===== src/alert_pkg.sv =====
// Behaviour
// - Rising alert sets its positive-event flag, held until that flag register is read.
// - Falling alert sets its negative-event flag, held until that flag register is read.
// - Alert and event bits read 1 for active, 0 for inactive.
// - LED overcurrent alert is the comparator output for scaled LED current above 3.
// - LED overcurrent turns the LED driver off; the positive-event flag keeps the occurrence.
// - LED desaturation turns the LED driver off and latches its positive-event flag.
// - Converter desaturation turns the converter off and latches its positive-event flag.
// - Second group: LED overcurrent bit 2, LED desaturation bit 1, converter bit 0.
// - Second-group status bits 3 to 7 read as zero.
// - First-group rise enable: seven writable bits, 1 unmasks; bit 7 read-only.
// - Second-group rise enable: three writable bits unmasking the three faults.
// - First-group fall enable masks the seven alerts, same positions as rise enable.
// - Second-group fall enable masks the three faults, same positions as rise enable.
// - Supply voltage result: 10-bit value in bits 6 to 15, low six bits zero.
// - Supply current result: 10-bit value in bits 6 to 15, low six bits zero.
package alert_pkg;
  localparam int GROUP1_W = 7;
  localparam int GROUP2_W = 3;
  localparam int ADC_W = 10;
  localparam int ADC_LSB = 6;
  localparam int REG_DATA_W = 16;
  localparam int REG_IDX_W = 4;

  // First-group bit positions
  localparam int BIT_FIRST_RAIL_OC = 0;
  localparam int BIT_SECOND_RAIL_OC = 1;
  localparam int BIT_LED_UNDERVOLTAGE = 2;
  localparam int BIT_LED_OVERVOLTAGE = 3;
  localparam int BIT_LED_THERMAL_WARNING = 4;
  localparam int BIT_LED_THERMAL_SHUTDOWN = 5;
  localparam int BIT_CHIP_THERMAL_WARNING = 6;
  // Second-group bit positions
  localparam int BIT_CONVERTER_DESAT = 0;
  localparam int BIT_LED_DESAT = 1;
  localparam int BIT_LED_OVERCURRENT = 2;

  // Register indices
  localparam logic [REG_IDX_W-1:0] IDX_GROUP1_LIVE = 4'h0;
  localparam logic [REG_IDX_W-1:0] IDX_FAULT_LIVE = 4'h1;
  localparam logic [REG_IDX_W-1:0] IDX_GROUP1_RISE = 4'h2;
  localparam logic [REG_IDX_W-1:0] IDX_GROUP2_RISE = 4'h3;
  localparam logic [REG_IDX_W-1:0] IDX_GROUP1_FALL = 4'h4;
  localparam logic [REG_IDX_W-1:0] IDX_GROUP2_FALL = 4'h5;
  localparam logic [REG_IDX_W-1:0] IDX_GROUP1_RISE_EN = 4'h6;
  localparam logic [REG_IDX_W-1:0] IDX_GROUP2_RISE_EN = 4'h7;
  localparam logic [REG_IDX_W-1:0] IDX_GROUP1_FALL_EN = 4'h8;
  localparam logic [REG_IDX_W-1:0] IDX_GROUP2_FALL_EN = 4'h9;
  localparam logic [REG_IDX_W-1:0] IDX_SUPPLY_VOLTAGE = 4'ha;
  localparam logic [REG_IDX_W-1:0] IDX_SUPPLY_CURRENT = 4'hb;

  // Reset values
  localparam logic [GROUP1_W-1:0] RST_GROUP1 = 7'h00;
  localparam logic [GROUP2_W-1:0] RST_GROUP2 = 3'h0;
  localparam logic [ADC_W-1:0] RST_ADC = 10'h000;
  localparam logic [REG_DATA_W-1:0] RST_RDATA = 16'h0000;
endpackage


===== src/event_if.sv =====
`timescale 1ns/100ps
`default_nettype none
interface event_if #(parameter int W = 7);
  logic [W-1:0] live;
  logic [W-1:0] rise;
  logic [W-1:0] fall;
  logic clrRise;
  logic clrFall;
  modport latch (output live, output rise, output fall, input clrRise, input clrFall);
  modport host (input live, input rise, input fall, output clrRise, output clrFall);
endinterface
`default_nettype wire

===== src/alert_status_interrupt_unit.sv =====
`timescale 1ns/100ps
`default_nettype none
module alert_status_interrupt_unit (
  // Clock and reset
  input wire logic core_clk,
  input wire logic sys_rst,
  // Comparator alerts, asynchronous to core_clk
  input wire logic [alert_pkg::GROUP1_W-1:0] group1AlertPin,
  input wire logic [alert_pkg::GROUP2_W-1:0] faultAlertPin,
  // Converter results, same clock
  input wire logic [alert_pkg::ADC_W-1:0] supplyVoltageValue,
  input wire logic supplyVoltageValid,
  input wire logic [alert_pkg::ADC_W-1:0] supplyCurrentValue,
  input wire logic supplyCurrentValid,
  // Register port from the serial interface
  input wire logic [alert_pkg::REG_IDX_W-1:0] regIdx,
  input wire logic regRd,
  input wire logic regWr,
  input wire logic [7:0] regWdata,
  output logic [alert_pkg::REG_DATA_W-1:0] regRdata,
  // Power stage and interrupt
  output logic ledDriverOff,
  output logic converterOff,
  output logic interrupt_line_n
);
  import alert_pkg::*;

  typedef struct packed {
    logic [GROUP1_W-1:0] group1RiseEn;
    logic [GROUP2_W-1:0] group2RiseEn;
    logic [GROUP1_W-1:0] group1FallEn;
    logic [GROUP2_W-1:0] group2FallEn;
    logic [ADC_W-1:0] supplyVoltage;
    logic [ADC_W-1:0] supplyCurrent;
    logic [REG_DATA_W-1:0] rdata;
    logic ledOff;
    logic convOff;
    logic intN;
  } unit_s;

  unit_s state_r;
  unit_s state_nxt;

  event_if #(.W(GROUP1_W)) group1Ev ();
  event_if #(.W(GROUP2_W)) group2Ev ();

  // Comparator outputs arrive here; the scaled LED current test comes in on faultAlertPin bit 2
  edge_event_latch #(.W(GROUP1_W)) group1Latch (
    .core_clk(core_clk),
    .sys_rst(sys_rst),
    .alertPin(group1AlertPin),
    .ev(group1Ev.latch)
  );

  edge_event_latch #(.W(GROUP2_W)) group2Latch (
    .core_clk(core_clk),
    .sys_rst(sys_rst),
    .alertPin(faultAlertPin),
    .ev(group2Ev.latch)
  );

  function automatic logic [REG_DATA_W-1:0] byteField(input logic [GROUP1_W-1:0] bits);
    byteField = {9'h000, bits};
  endfunction

  function automatic logic [REG_DATA_W-1:0] adcField(input logic [ADC_W-1:0] value);
    adcField = {value, 6'h00};
  endfunction

  logic rdHit;
  logic [REG_DATA_W-1:0] readMux;
  logic anyEnabled;
  logic ledFault;

  assign rdHit = regRd;
  assign group1Ev.clrRise = rdHit && (regIdx == IDX_GROUP1_RISE);
  assign group2Ev.clrRise = rdHit && (regIdx == IDX_GROUP2_RISE);
  assign group1Ev.clrFall = rdHit && (regIdx == IDX_GROUP1_FALL);
  assign group2Ev.clrFall = rdHit && (regIdx == IDX_GROUP2_FALL);

  always_comb begin
    readMux = '0;
    unique case (regIdx)
      IDX_GROUP1_LIVE: readMux = byteField(group1Ev.live);
      IDX_FAULT_LIVE: readMux = byteField({4'h0, group2Ev.live});
      IDX_GROUP1_RISE: readMux = byteField(group1Ev.rise);
      IDX_GROUP2_RISE: readMux = byteField({4'h0, group2Ev.rise});
      IDX_GROUP1_FALL: readMux = byteField(group1Ev.fall);
      IDX_GROUP2_FALL: readMux = byteField({4'h0, group2Ev.fall});
      IDX_GROUP1_RISE_EN: readMux = byteField(state_r.group1RiseEn);
      IDX_GROUP2_RISE_EN: readMux = byteField({4'h0, state_r.group2RiseEn});
      IDX_GROUP1_FALL_EN: readMux = byteField(state_r.group1FallEn);
      IDX_GROUP2_FALL_EN: readMux = byteField({4'h0, state_r.group2FallEn});
      IDX_SUPPLY_VOLTAGE: readMux = adcField(state_r.supplyVoltage);
      IDX_SUPPLY_CURRENT: readMux = adcField(state_r.supplyCurrent);
      default: readMux = '0;
    endcase
  end

  always_comb begin
    anyEnabled = |(group1Ev.rise & state_r.group1RiseEn)
      | |(group2Ev.rise & state_r.group2RiseEn)
      | |(group1Ev.fall & state_r.group1FallEn)
      | |(group2Ev.fall & state_r.group2FallEn);
    ledFault = group2Ev.live[BIT_LED_OVERCURRENT] | group2Ev.live[BIT_LED_DESAT];
  end

  always_comb begin
    state_nxt = state_r;
    if (regRd) begin
      state_nxt.rdata = readMux;
    end
    if (regWr) begin
      unique case (regIdx)
        IDX_GROUP1_RISE_EN: state_nxt.group1RiseEn = regWdata[GROUP1_W-1:0];
        IDX_GROUP2_RISE_EN: state_nxt.group2RiseEn = regWdata[GROUP2_W-1:0];
        IDX_GROUP1_FALL_EN: state_nxt.group1FallEn = regWdata[GROUP1_W-1:0];
        IDX_GROUP2_FALL_EN: state_nxt.group2FallEn = regWdata[GROUP2_W-1:0];
        default: state_nxt.group1RiseEn = state_r.group1RiseEn;
      endcase
    end
    if (supplyVoltageValid) begin
      state_nxt.supplyVoltage = supplyVoltageValue;
    end
    if (supplyCurrentValid) begin
      state_nxt.supplyCurrent = supplyCurrentValue;
    end
    // Shutdown stays until software has seen the event and the fault is gone
    if (ledFault) begin
      state_nxt.ledOff = 1'b1;
    end else if (group2Ev.clrRise) begin
      state_nxt.ledOff = 1'b0;
    end
    if (group2Ev.live[BIT_CONVERTER_DESAT]) begin
      state_nxt.convOff = 1'b1;
    end else if (group2Ev.clrRise) begin
      state_nxt.convOff = 1'b0;
    end
    state_nxt.intN = ~anyEnabled;
  end

  always_ff @(posedge core_clk or posedge sys_rst) begin
    if (sys_rst) begin
      state_r.group1RiseEn <= RST_GROUP1;
      state_r.group2RiseEn <= RST_GROUP2;
      state_r.group1FallEn <= RST_GROUP1;
      state_r.group2FallEn <= RST_GROUP2;
      state_r.supplyVoltage <= RST_ADC;
      state_r.supplyCurrent <= RST_ADC;
      state_r.rdata <= RST_RDATA;
      state_r.ledOff <= 1'b0;
      state_r.convOff <= 1'b0;
      state_r.intN <= 1'b1;
    end else begin
      state_r <= state_nxt;
    end
  end

  assign regRdata = state_r.rdata;
  assign ledDriverOff = state_r.ledOff;
  assign converterOff = state_r.convOff;
  assign interrupt_line_n = state_r.intN;
endmodule
`default_nettype wire


===== src/edge_event_latch.sv =====
`timescale 1ns/100ps
`default_nettype none
module edge_event_latch #(
  parameter int W = 7
) (
  // Clock and reset
  input wire logic core_clk,
  input wire logic sys_rst,
  // Comparator pins, asynchronous
  input wire logic [W-1:0] alertPin,
  // Event side
  event_if.latch ev
);
  typedef struct packed {
    logic [W-1:0] sync1;
    logic [W-1:0] sync2;
    logic [W-1:0] prev;
    logic [W-1:0] rise;
    logic [W-1:0] fall;
  } latch_s;

  latch_s state_r;
  latch_s state_nxt;

  always_comb begin
    state_nxt = state_r;
    state_nxt.sync1 = alertPin;
    state_nxt.sync2 = state_r.sync1;
    state_nxt.prev = state_r.sync2;
    // Set beats a read-clear in the same cycle
    state_nxt.rise = (ev.clrRise ? '0 : state_r.rise) | (state_r.sync2 & ~state_r.prev);
    state_nxt.fall = (ev.clrFall ? '0 : state_r.fall) | (~state_r.sync2 & state_r.prev);
  end

  always_ff @(posedge core_clk or posedge sys_rst) begin
    if (sys_rst) begin
      state_r <= '0;
    end else begin
      state_r <= state_nxt;
    end
  end

  assign ev.live = state_r.sync2;
  assign ev.rise = state_r.rise;
  assign ev.fall = state_r.fall;
endmodule
`default_nettype wire


===== config.mk =====
export PLATFORM = sky130hd
export DESIGN_NAME = alert_status_interrupt_unit
export DESIGN_NICKNAME = d
export VERILOG_FILES = /design/src/alert_pkg.sv /design/src/event_if.sv /design/src/alert_status_interrupt_unit.sv /design/src/edge_event_latch.sv
export SDC_FILE = /design/constraint.sdc
export NUM_CORES = 1
export LEC_CHECK = 0
export ABC_AREA = 0
export BUFFER_PORTS_ARGS = -buffer_cell sky130_fd_sc_hd__buf_2
export CAP_MARGIN = 20
export CORE_UTILIZATION = 50
export DETAILED_ROUTE_END_ITERATION = 8
export PLACE_DENSITY = 0.72
export SLEW_MARGIN = 0
export SYNTH_ARGS = -nofsm -noshare
export SYNTH_HDL_FRONTEND = slang
export SYNTH_SLANG_ARGS = --single-unit

===== constraint.sdc =====
create_clock -name core_clk -period 6.7 [get_ports core_clk]
set_input_delay 0.67 -clock core_clk [delete_from_list [all_inputs] [get_ports core_clk]]
set_output_delay 0.67 -clock core_clk [all_outputs]
set_load 0.01 [all_outputs]

==> qor.csv <==
stage,metric,value,unit
global_routing,grt_pass1_wl,15320,um
die,die_width,98.02,um
clocking,ctsRootBufferMaster,clkbuf_8,
finish,final_cell_mix,"dfrtp_1 (108), buf_2 (65), mux2_2 (40), inv_1 (25), nand2_1 (17)",
logic_synthesis,syn_avg_cell_area,13.25,um2
placed_design,io_buffers,65,
setup_path,path_max_fanout,25,
logic_synthesis,ys_types,45,
logic_synthesis,synth_top_family_by_area,multiplexers,
logic_synthesis,synthMuxAreaShare,0.1558,
finish,areaGrowthSynthToFinish,9.636,%
logic_synthesis,synth-seq-cells,109,
logic_synthesis,synth_adder_area_share,0,
sta,rsz0062_at_grt,false,
logic_synthesis,synth_xor_area_frac,0,
power,switching_share,0.2577,
detailed_routing,drt_iter0_drc,142,
clocking,cts_setup_buffers,0,
logic_synthesis,synthSimpleGateAreaFrac,0.06678,
logic_synthesis,async_flop_share,1.000,
sta,fmax,0.4877,GHz
logic_synthesis,yosysTopAreaCell,dfrtp_1,
die,die-area,9607,um2
global_routing,antenna_found_initial,0,
logic_synthesis,syn_area,4609,um2
detailed_routing,first_pass_iters,6,
setup_path,crit_chain,"buf_2, nor2_2, and4_1, mux2_2",
power,power_switching,0.3471,mW
power,leakage,2.359,nW
clocking,cts_tree,yes,
sta,period_needed,2.050,ns
sta,period_share,0.3060,
sta,layout_setup_ws,4.650,ns
finish,final_nets,442,
detailed_routing,drc,8,
logic_synthesis,seq_area_frac_synth,0.5920,
global_routing,grt_overflow,0,
setup_path,startpoint,regIdx[0],
setup_path,cpPeakStageDelay,0.52,ns
clocking,h-tree-depth,3,
placed_design,place.detailed.hpwl,6444,um
sta,setup_tns,0,ns
power,power_frac_comb,0.129,
sta,hold_viol,0,
clocking,postCtsHoldBufs,0,
sta,setup_violations,0,
detailed_routing,postRouteAntennaNets,0,
power,clkPwrFrac,0.301,
global_routing,grtUsageMet2,0.3304,
detailed_routing,wl_per_cell,18.10,um
sta,worst_clock_skew,0.009456,ns
logic_synthesis,ys.flop_type,dfrtp_1,
setup_path,slowest_stage,and4_1,
die,rows,34,
sta,maxSlewHeadroom,0.5259,
outcome,status,finished with violations,
detailed_routing,post_drt_via_cell_ratio,5.676,
finish,drive_gt1_frac,0.3492,
global_routing,grt_max_degree,60,
finish,mostFrequentLayoutCell,dfrtp_1,
clocking,cts_resized,0,
global_routing,use_met3,0.05655,
detailed_routing,drt_wl_total,9161,um
power,power.internal,1.000,mW
finish,antenna_cells,0,
clocking,clk_path_buf_depth,2,
power,pwr_density_cell,266.6,nW/um2
power,ir_drop,0.1555,mV
min_path,min-delay-path-class,reg2reg,
logic_synthesis,synth_compound_area_frac,0.1143,
die,ioPinCount,67,
global_routing,grt.busiest_layer,met2,
setup_path,worstReg2RegEnd,regRdata[1],
logic_synthesis,syn_nets,396,
logic_synthesis,synthTopCellsByArea,"dfrtp_1 (59%), mux2_2 (9.8%), a22o_1 (3.0%)",
logic_synthesis,yosys_warnings,0,
detailed_routing,vias,2872,
global_routing,grt_pass1_vias,2843,
die,initial_core_util,0.5234,
sta,tightest_slew,0.7111,ns
die,core,8806,um2
setup_path,worstSetupPathType,in2reg,
clocking,clk_pin_slew,0.10,ns
setup_path,cp.arrival,2.31,ns
setup_path,critPathLaunchType,input port,
outcome,violations,design-rule violations,
setup_path,cp-endpoint,state_r[52],
global_routing,gr-usage-met1,0.2869,
setup_path,cp-end-kind,register,
clocking,cts.sinks,109,
placed_design,post-place-ws,4.284,ns
clocking,cts_buffers,9,
run,drv_cap,0,
sta,slew_viol_final,0,
power,sequentialPowerShare,0.570,
clocking,insertion_delay,0.37,ns
logic_synthesis,syn_inst,348,
global_routing,track_usage,0.2077,
setup_path,cp.required,6.96,ns
logic_synthesis,synth_edf_count,0,
setup_path,r2r_setup_slack,5.29,ns
placed_design,place_congestion,0.8888,
setup_path,ff2ff_path_depth,3,
sta,holdWs,0.3559,ns
die,die_h,98.02,um
logic_synthesis,synth_top_area_frac,0.5863,
setup_path,reg2reg_from,group2Latch.ev.live[1],
[synthesized netlist by cell type, types with 3 or more instances]
cell and instances:
o22ai_1 11, and2b_1 3, buf_4 17, a221oi_1 3, nand3b_1 5, nand3_1 6
a22o_1 16, buf_2 4, buf_6 6, mux4_2 3, inv_1 26, mux2i_1 11
a22oi_1 9, dfrtp_1 108, clkbuf_1 4, o21ai_0 12, mux2_4 6, a32oi_1 3
nor2_1 6, nand2_1 17, mux2_2 40
[worst min path at each step]
stage               slack [ns]  cells after the start                     end                 startpoint
finish                    0.36                      0  group1Latch.ev.live[0]  group1Latch.state_nxt[21]
global placement          0.33                      0  group1Latch.ev.live[3]  group1Latch.state_nxt[24]
CTS                       0.36                      0  group1Latch.ev.live[6]  group1Latch.state_nxt[27]
detailed placement        0.33                      0  group1Latch.ev.live[4]  group1Latch.state_nxt[25]
floorplan                 0.33                      0  group1Latch.ev.live[0]  group1Latch.state_nxt[21]
global route              0.36                      0  group1Latch.ev.live[2]  group1Latch.state_nxt[23]
[flip-flops by register name, summed over array words and instances (netlist names)]
signal                 flops
ledDriverOff               1
group1Latch.ev.fall        7
group2Latch.state_r        3
group1Latch.state_r        7
state_r                   40
group1Latch.state_nxt      7
group2Latch.ev.fall        3
group1Latch.ev.rise        7
regRdata                  16
converterOff               1
group2Latch.state_nxt      3
group2Latch.ev.rise        3
interrupt_line_n           1
group1Latch.ev.live        7
group2Latch.ev.live        3
[worst max-delay path: cells and delay by family]
family                 cells  cell delay [ns]
buffers and inverters      1             0.32
and+or+nand+nor            2             0.93
muxes                      1             0.38
[layout make-up]
type | count | area (um2)
fill | 727 | 3752
sequential | 109 | 2729
multi-input combinational | 182 | 1553
timing repair buffer | 66 | 332.8
clock buffer | 10 | 137.6
tap | 108 | 135.1
inverter | 26 | 100.1
clock inverter | 5 | 66.31
[power by group through the flow]
stage	combinational (mW)	clock, mW	sequential [mW]
after floorplan	0.141	0	0.764
after global placement	0.170	0	0.777
after detailed placement	0.175	0	0.781
after CTS	0.176	0.416	0.767
after global routing	0.191	0.441	0.776
final	0.174	0.405	0.768
[cell families (layout without fill, tap and decap cells)]
| kind of cell | Yosys count | count (layout) |
|---|---|---|
| AOI/OAI and AO/OA | 71 | 71 |
| DFF | 109 | 109 |
| muxes | 60 | 60 |
| and+or+nand+nor | 51 | 51 |
| buffers and inverters | 57 | 107 |
[routing by layer]
| metal | up-vias | routed length, um |
|---|---|---|
| met2 | 84 | 4377 |
| met5 | - | 0 |
| met1 | 1459 | 4132 |
| met4 | 0 | 85 |
| li1 | 1319 | - |
| met3 | 10 | 566 |
[metrics by stage]
| stage | util | total power [mW] | cells | area (um2) |
|---|---|---|---|---|
| global placement | 0.5507 | 0.9471 | 491 | 4850 |
| floorplan | - | 0.9046 | 348 | 4609 |
| CTS | 0.5739 | 1.359 | 506 | 5054 |
| finish | 0.5739 | 1.347 | 506 | 5054 |
| global route | 0.5739 | 1.408 | 506 | 5054 |
| detailed placement | 0.5507 | 0.9558 | 491 | 4850 |
Power figures use the tool's default switching activity.
